### config.mk
export PLATFORM = sky130hd
export DESIGN_NAME = occs_clock_synthesis
export DESIGN_NICKNAME = d
export VERILOG_FILES = /design/src/rtl/occs_pkg.sv /design/src/rtl/occs_clock_synthesis.sv
export SDC_FILE = /design/constraint.sdc
export NUM_CORES = 1
export LEC_CHECK = 0
export BUFFER_PORTS_ARGS = -buffer_cell sky130_fd_sc_hd__buf_2
export CORE_MARGIN = 3
export CORE_UTILIZATION = 45
export CTS_BUF_LIST = sky130_fd_sc_hd__clkbuf_8
export CTS_CLUSTER_DIAMETER = 120
export CTS_CLUSTER_SIZE = 24
export DETAILED_ROUTE_END_ITERATION = 10
export PLACE_DENSITY = 0.73
export SYNTH_ARGS = -nofsm -noshare
export SYNTH_HDL_FRONTEND = slang
export SYNTH_SLANG_ARGS = --single-unit
### constraint.sdc
create_clock -name clk -period 4.45 [get_ports clk]
set_input_delay 0.6675 -clock clk [delete_from_list [all_inputs] [get_ports clk]]
set_output_delay 0.6675 -clock clk [all_outputs]
set_load 0.02 [all_outputs]
### src/rtl/occs_pkg.sv
package occs_pkg;

    // Reference choice and postscaler codes
    typedef enum logic [0:0] {
        OCCS_REF_RELAX = 1'b0,
        OCCS_REF_EXT   = 1'b1
    } occs_ref_e;

    localparam logic [2:0] OCCS_POST_MAX_CODE = 3'h5;   // Divide by 32
    localparam int         OCCS_PLL_MULT      = 8;
    localparam int         OCCS_FAST_MULT     = 3;

    // Relaxation oscillator model: nominal 8 MHz
    localparam int OCCS_RELAX_KHZ  = 8000;
    localparam int OCCS_MAX_OUT_KHZ = 32000;

    // Loss-of-reference window, in system clock cycles
    localparam logic [7:0] OCCS_LOSS_CYCLES = 8'h40;

    // Reset values
    localparam logic [2:0] OCCS_POST_RST   = 3'h0;
    localparam logic       OCCS_EXTSEL_RST = 1'b0;

    typedef struct packed {
        logic       external_clock_select;  // Oscillator control: ext ref
        logic       pll_select;             // Use PLL path
        logic [2:0] postscaler;             // Code 0..5 = div 1..32
        logic       relax_standby;
        logic       relax_power_down;
        logic       pll_power_down;
        logic       pin_is_clock_in;        // Pin function from SIU
    } occs_ctrl_s;

    typedef struct packed {
        logic       ref_lost;               // Sticky loss of reference
        logic       pll_active;             // PLL path drives master
        logic       ref_is_external;
        logic [2:0] post_applied;
    } occs_stat_s;

endpackage

### src/rtl/occs_clock_synthesis.sv
// Notes on behaviour
// Bypass: master clock equals reference
// PLL: master equals reference times eight over postscaler
// Three-bit postscaler, ratios 1 to 32
// Integration unit halves master to 50 percent
// Reset selects relaxation oscillator, external optional
// Relaxation-derived outputs up to 32 MHz
// Relaxation oscillator feeds 8 MHz to PLL
// Fast peripheral clock at three times base; code gives only twice at PLL postscaler code 0
// Also oscillator, ADC and fast clocks
// Relaxation oscillator standby control
// Relaxation oscillator full power-down
// PLL power-down, bypass still usable
// Lost PLL reference triggers safety shutdown
// External reference arrives on port B bit six
// Pin use needs function select and bit
// Source or ratio changes make no runt pulses
`timescale 1ns/1ns
`default_nettype none
module occs_clock_synthesis
    import occs_pkg::*;
#(
    parameter int PHASES = 16                 // Sub-steps per reference cycle
) (
    input  wire logic               clk,              // 20 MHz system clock
    input  wire logic               rst,              // Sync, active high
    input  wire occs_pkg::occs_ctrl_s ctrl,           // Control bits
    input  wire logic               relax_osc_in,     // Relaxation osc level
    input  wire logic               port_b_bit_six_pin, // External ref pin
    output logic                    double_rate_system_clock, // Master enable
    output logic                    oscillator_clock_out,     // Ref clock
    output logic                    adc_clock,        // Master / 2 enable
    output logic                    fast_peripheral_clock, // 3x enable, 2x at postscaler code 0 in PLL mode
    output logic                    relax_standby_out, // To oscillator
    output logic                    relax_power_down_out, // To oscillator
    output logic                    pll_power_down_out, // To PLL
    output occs_pkg::occs_stat_s    status            // Status bits
);
    import occs_pkg::*;

    // Pin sync
    logic ext_s1_q, ext_s2_q, relax_s1_q, relax_s2_q;
    always_ff @(posedge clk) begin
        ext_s1_q   <= port_b_bit_six_pin;
        ext_s2_q   <= ext_s1_q;
        relax_s1_q <= relax_osc_in;
        relax_s2_q <= relax_s1_q;
    end

    // External path only when pin function and select bit agree
    wire ext_allowed = ctrl.pin_is_clock_in & ctrl.external_clock_select;
    wire relax_alive = ~ctrl.relax_power_down & ~ctrl.relax_standby;

    // Reference selection applied only on a reference low phase
    logic ref_sel_q, ref_prev_q, ref_sel_d;
    wire  ref_raw  = ref_sel_q ? ext_s2_q : (relax_s2_q & relax_alive);
    wire  ref_rise = ref_raw & ~ref_prev_q;
    wire  sel_want = ext_allowed;
    assign ref_sel_d = (~ref_raw & ~ref_prev_q) ? sel_want : ref_sel_q;

    // Loss-of-reference watchdog
    logic [7:0] loss_cnt_q;
    logic       lost_q;
    wire        loss_hit = (loss_cnt_q == OCCS_LOSS_CYCLES);
    wire [7:0]  loss_cnt_d = ref_rise ? 8'h00 :
                             (loss_hit ? loss_cnt_q : loss_cnt_q + 8'h01);

    // PLL model: eight output events per reference edge
    wire        pll_on = ctrl.pll_select & ~ctrl.pll_power_down & ~lost_q;
    logic [$clog2(PHASES)-1:0] ph_q;
    logic [3:0] pll_burst_q;
    wire        pll_tick = (pll_burst_q != 4'h0) && (ph_q[0] == 1'b0);
    // A tick due on the reload cycle is kept, so no edge is lost
    wire [3:0]  pll_burst_d = ref_rise ?
                              4'(OCCS_PLL_MULT) + pll_burst_q -
                              {3'h0, pll_tick} :
                              (pll_tick ? pll_burst_q - 4'h1 : pll_burst_q);

    // Postscaler, ratio 2^code, code clamped to 5
    logic [2:0] post_q;
    logic [4:0] post_cnt_q;
    wire  [2:0] post_want = (ctrl.postscaler > OCCS_POST_MAX_CODE) ?
                            OCCS_POST_MAX_CODE : ctrl.postscaler;
    wire  [4:0] post_mask = 5'((6'h01 << post_q) - 6'h01);
    wire        post_wrap = (post_cnt_q & post_mask) == post_mask;
    wire        post_tick = pll_tick & post_wrap;
    // New ratio takes effect only at a wrap, so no short period
    wire  [2:0] post_d = post_tick ? post_want : post_q;

    wire master_ev = pll_on ? post_tick : ref_rise;

    // ADC clock at half master, fast clock at three per master, two per master at postscaler code 0 in PLL mode
    logic adc_tgl_q;
    logic [1:0] fast_q;
    wire  [1:0] fast_d = master_ev ? 2'(OCCS_FAST_MULT) :
                         (fast_q != 2'h0 ? fast_q - 2'h1 : 2'h0);

    always_ff @(posedge clk) begin
        if (rst) begin
            ref_sel_q   <= OCCS_EXTSEL_RST;
            ref_prev_q  <= 1'b0;
            loss_cnt_q  <= 8'h00;
            lost_q      <= 1'b0;
            ph_q        <= '0;
            pll_burst_q <= 4'h0;
            post_q      <= OCCS_POST_RST;
            post_cnt_q  <= 5'h00;
            adc_tgl_q   <= 1'b0;
            fast_q      <= 2'h0;
            double_rate_system_clock <= 1'b0;
            oscillator_clock_out     <= 1'b0;
            adc_clock                <= 1'b0;
            fast_peripheral_clock    <= 1'b0;
            relax_standby_out        <= 1'b0;
            relax_power_down_out     <= 1'b0;
            pll_power_down_out       <= 1'b0;
            status                   <= '0;
        end else begin
            ref_sel_q   <= ref_sel_d;
            ref_prev_q  <= ref_raw;
            loss_cnt_q  <= loss_cnt_d;
            // Sticky until PLL is powered down, then rearmed
            lost_q      <= (lost_q | (ctrl.pll_select & loss_hit)) &
                           ~ctrl.pll_power_down;
            ph_q        <= ph_q + 1'b1;
            pll_burst_q <= pll_burst_d;
            post_q      <= post_d;
            // Restart at each wrap so a new ratio starts a full period
            post_cnt_q  <= post_tick ? 5'h00 :
                           (pll_tick ? post_cnt_q + 5'h01 : post_cnt_q);
            adc_tgl_q   <= master_ev ? ~adc_tgl_q : adc_tgl_q;
            fast_q      <= fast_d;
            double_rate_system_clock <= master_ev;
            oscillator_clock_out     <= ref_raw;
            adc_clock                <= master_ev & adc_tgl_q;
            fast_peripheral_clock    <= (fast_q != 2'h0);
            relax_standby_out        <= ctrl.relax_standby;
            relax_power_down_out     <= ctrl.relax_power_down;
            pll_power_down_out       <= ctrl.pll_power_down;
            status.ref_lost          <= lost_q;
            status.pll_active        <= pll_on;
            status.ref_is_external   <= ref_sel_q;
            status.post_applied      <= post_q;
        end
    end
endmodule // occs_clock_synthesis
`default_nettype wire

==> out/metrics.cfg <==
[clock_tree]
cts-resized-gates=0
cts_sinks=43
clockBufferDepth=2
cts_tree=done
cts_buffers=5
cts_hold_buf=0
post-cts-setup-buffer-count=0
ctsHtreeMaxLevel=2
path_clk_slew_ns=0.09
cts_root_buf=clkbuf_8
clk_latency_ns=0.29

[cells_and_area]
fin_area_sq_um=2030
fill_cells=350
drive_above_1_share_pct=19.5
fin_nets=227
regArea_sq_um=861
multiInputGateArea_sq_um=835
diodes=0
syn_to_final_growth_pct=15.8
layout_commonest_cell=dfxtp_1
final_cell_mix=dfxtp_1, nor2_1, buf_2, nor2b_1
fin_cells=253

[critical_path]
crit_fanout=12
cp-start-kind=register
crit_type=reg2reg
endpoint_kind=register
arrival_ns=2.94
r2r_slack_ns=1.69
worstPathRequired_ns=4.63

[synthesis]
synth_compound_area_share_pct=7.86
yosysSeqAreaShare_pct=49.2
synth-xor-area-share_pct=7.51
muxShareOfSynthArea_pct=3.86
netlist-cell-type-count=35
synth-main-ff-cell=dfxtp_1
avgSynthCellArea_sq_um=9.89
synthArstFlopShare_pct=0
synth-simple-area-share_pct=20.9
synth_top_family_by_area=simple AND/OR/NAND/NOR gates
yosys_warnings=0
synth_edf_count=0
ys_seq_elements=43
syn-instance-count=177
syn-cell-area_sq_um=1750
synth_adder_area_share_pct=7.58
synth_nets=200

[floorplanning]
pin_count=26
rows=22
fp.dieH_microns=68.4
initial_utilization_pct=47.1
dieArea_sq_um=4670
die_w_microns=68.4
core_area_sq_um=3720

[placed_design]
placed_area_sq_um=1910
numPortBuffers=25
hpwlAfterDp_microns=2030
place_ws_ns=1.71
gp_congestion=0.825
place_inst=245

[grt]
antenna_found_initial=0
grt_max_degree=33
overflow=0
grt_pass1_wl_microns=4560
track_usage_pct=13.1
grt_pass1_vias=1048

[timing]
layout_setup_ws_ns=1.69
timing.final.crit_share_pct=62.0
finClkSkew_ns=0.00885
setup_tns_ns=0
fmax_mhz=362
finalSetupViolCount=0
relSlewSlack_pct=38.9
worst_pin_slew_ns=0.917
final.min_clock_period_ns=2.76
rsz0062_at_grt=false
finalHoldViolCount=0
drv_slew=0

[drt]
vias_per_cell=4.77
drc=0
antenna_left=0
drt-total-wl_microns=2860
firstDrtPassIters=4
routedWlPerCell_microns=11.3
initialDrtViolationCount=32
via_count=1206

[power_and_ir_drop]
cellPowerDensity_nw_per_um2=549
internal_power_mw=0.759
p_switching_mw=0.355
ir_drop_mv=0.335
switching_share_pct=31.9
pwr-share-comb_pct=30.3
p_clk_share_pct=26.8
leakage_nw=0.863
p_seq_share_pct=42.9

[hold_path]
min_path_type=reg2reg

[status]
status=finished, final reports clean

[run]
cap_violations=0

## state kept, by name (all words and copies together), names as in the netlist
signal / cells
adc_clock: 1
adc_tgl_q: 1
double_rate_system_clock: 1
ext_s1_q: 1
ext_s2_q: 1
fast_peripheral_clock: 1
fast_q: 2
loss_cnt_q: 8
lost_q: 1
ph_q: 1
pll_burst_q: 4
pll_power_down_out: 1
post_cnt_q: 5
post_q: 3
ref_prev_q: 1
ref_sel_q: 1
relax_power_down_out: 1
relax_s1_q: 1
relax_s2_q: 1
relax_standby_out: 1
status: 6
## worst paths after layout
kind / from / endpoint / cells past startpoint
worst max-delay path: pll_burst_q[2] / adc_tgl_q / 7
worst min-delay path: relax_s1_q / relax_s2_q / 0
worst max register to register: pll_burst_q[2] / adc_tgl_q / 7
worst min register to register: relax_s1_q / relax_s2_q / 0
## power groups by stage
stage | sequential [mW] | combinational [mW] | clock (mW)
2_1_floorplan | 0.490 | 0.272 | 0
3_3_place_gp | 0.484 | 0.336 | 0
3_5_place_dp | 0.485 | 0.339 | 0
4_1_cts | 0.478 | 0.343 | 0.308
5_1_grt | 0.486 | 0.394 | 0.320
6_report | 0.477 | 0.337 | 0.299
## layout make-up
| type | instances | area share, % |
|---|---|---|
| clock inverter | 3 | 2.16 |
| clock buffer | 5 | 3.40 |
| inverter | 9 | 1.67 |
| tap | 48 | 2.96 |
| timing repair buffer | 25 | 6.17 |
| sequential | 43 | 42.5 |
| multi-input combinational | 120 | 41.2 |
## synthesized netlist by cell type (3+ instances only)
cell      number  share of area [%]
dfxtp_1       43                 49
nor2_1        30                6.4
nor2b_1       10                3.6
ha_1           9                6.4
inv_1          9                1.9
xor2_1         9                4.5
a21oi_1        7                2.0
nand2_1        7                1.5
nand3_1        6                1.7
xnor2_1        6                3.0
a211oi_1       5                2.1
nor3_1         4                1.1
clkbuf_1       3               0.64
mux2i_1        3                1.7
## cells by family (layout without fill, tap and decap cells)
logic type                 count (synthesis)  count (layout)
and+or+nand+nor                           72              72
DFF                                       43              43
AOI/OAI and AO/OA                         18              18
xor gates and xnor gates                  15              15
buffers and inverters                     14              42
adders and majority gates                 10              10
muxes                                      5               5
## per-stage QoR
| step | hold slack, ns | util, % | total power [mW] |
|---|---|---|---|
| 2_1_floorplan | 0.310 | - | 0.762 |
| 3_3_place_gp | 0.311 | 51.5 | 0.819 |
| 3_5_place_dp | 0.315 | 51.5 | 0.825 |
| 4_1_cts | 0.335 | 54.5 | 1.13 |
| 5_1_grt | 0.340 | 54.5 | 1.20 |
| 6_report | 0.333 | 54.5 | 1.11 |
## critical path, stage by stage (launching register included)
cell	delay, ns
dfxtp_1	0.40
inv_1	0.10
ha_1	0.20
a21oi_1	0.73
inv_1	0.17
a2111oi_4	0.55
mux2i_4	0.17
mux2_4	0.32
## layer usage
metal | vias up | global-route usage (%) | share of wire (%)
li1 | 637 | - | -
met1 | 546 | 16.9 | 47
met2 | 21 | 20.9 | 48
met3 | 2 | 4.11 | 4.1
met4 | 0 | 3.72 | 0.31
met5 | - | 0 | 0
(Power assumes the default switching activity.)
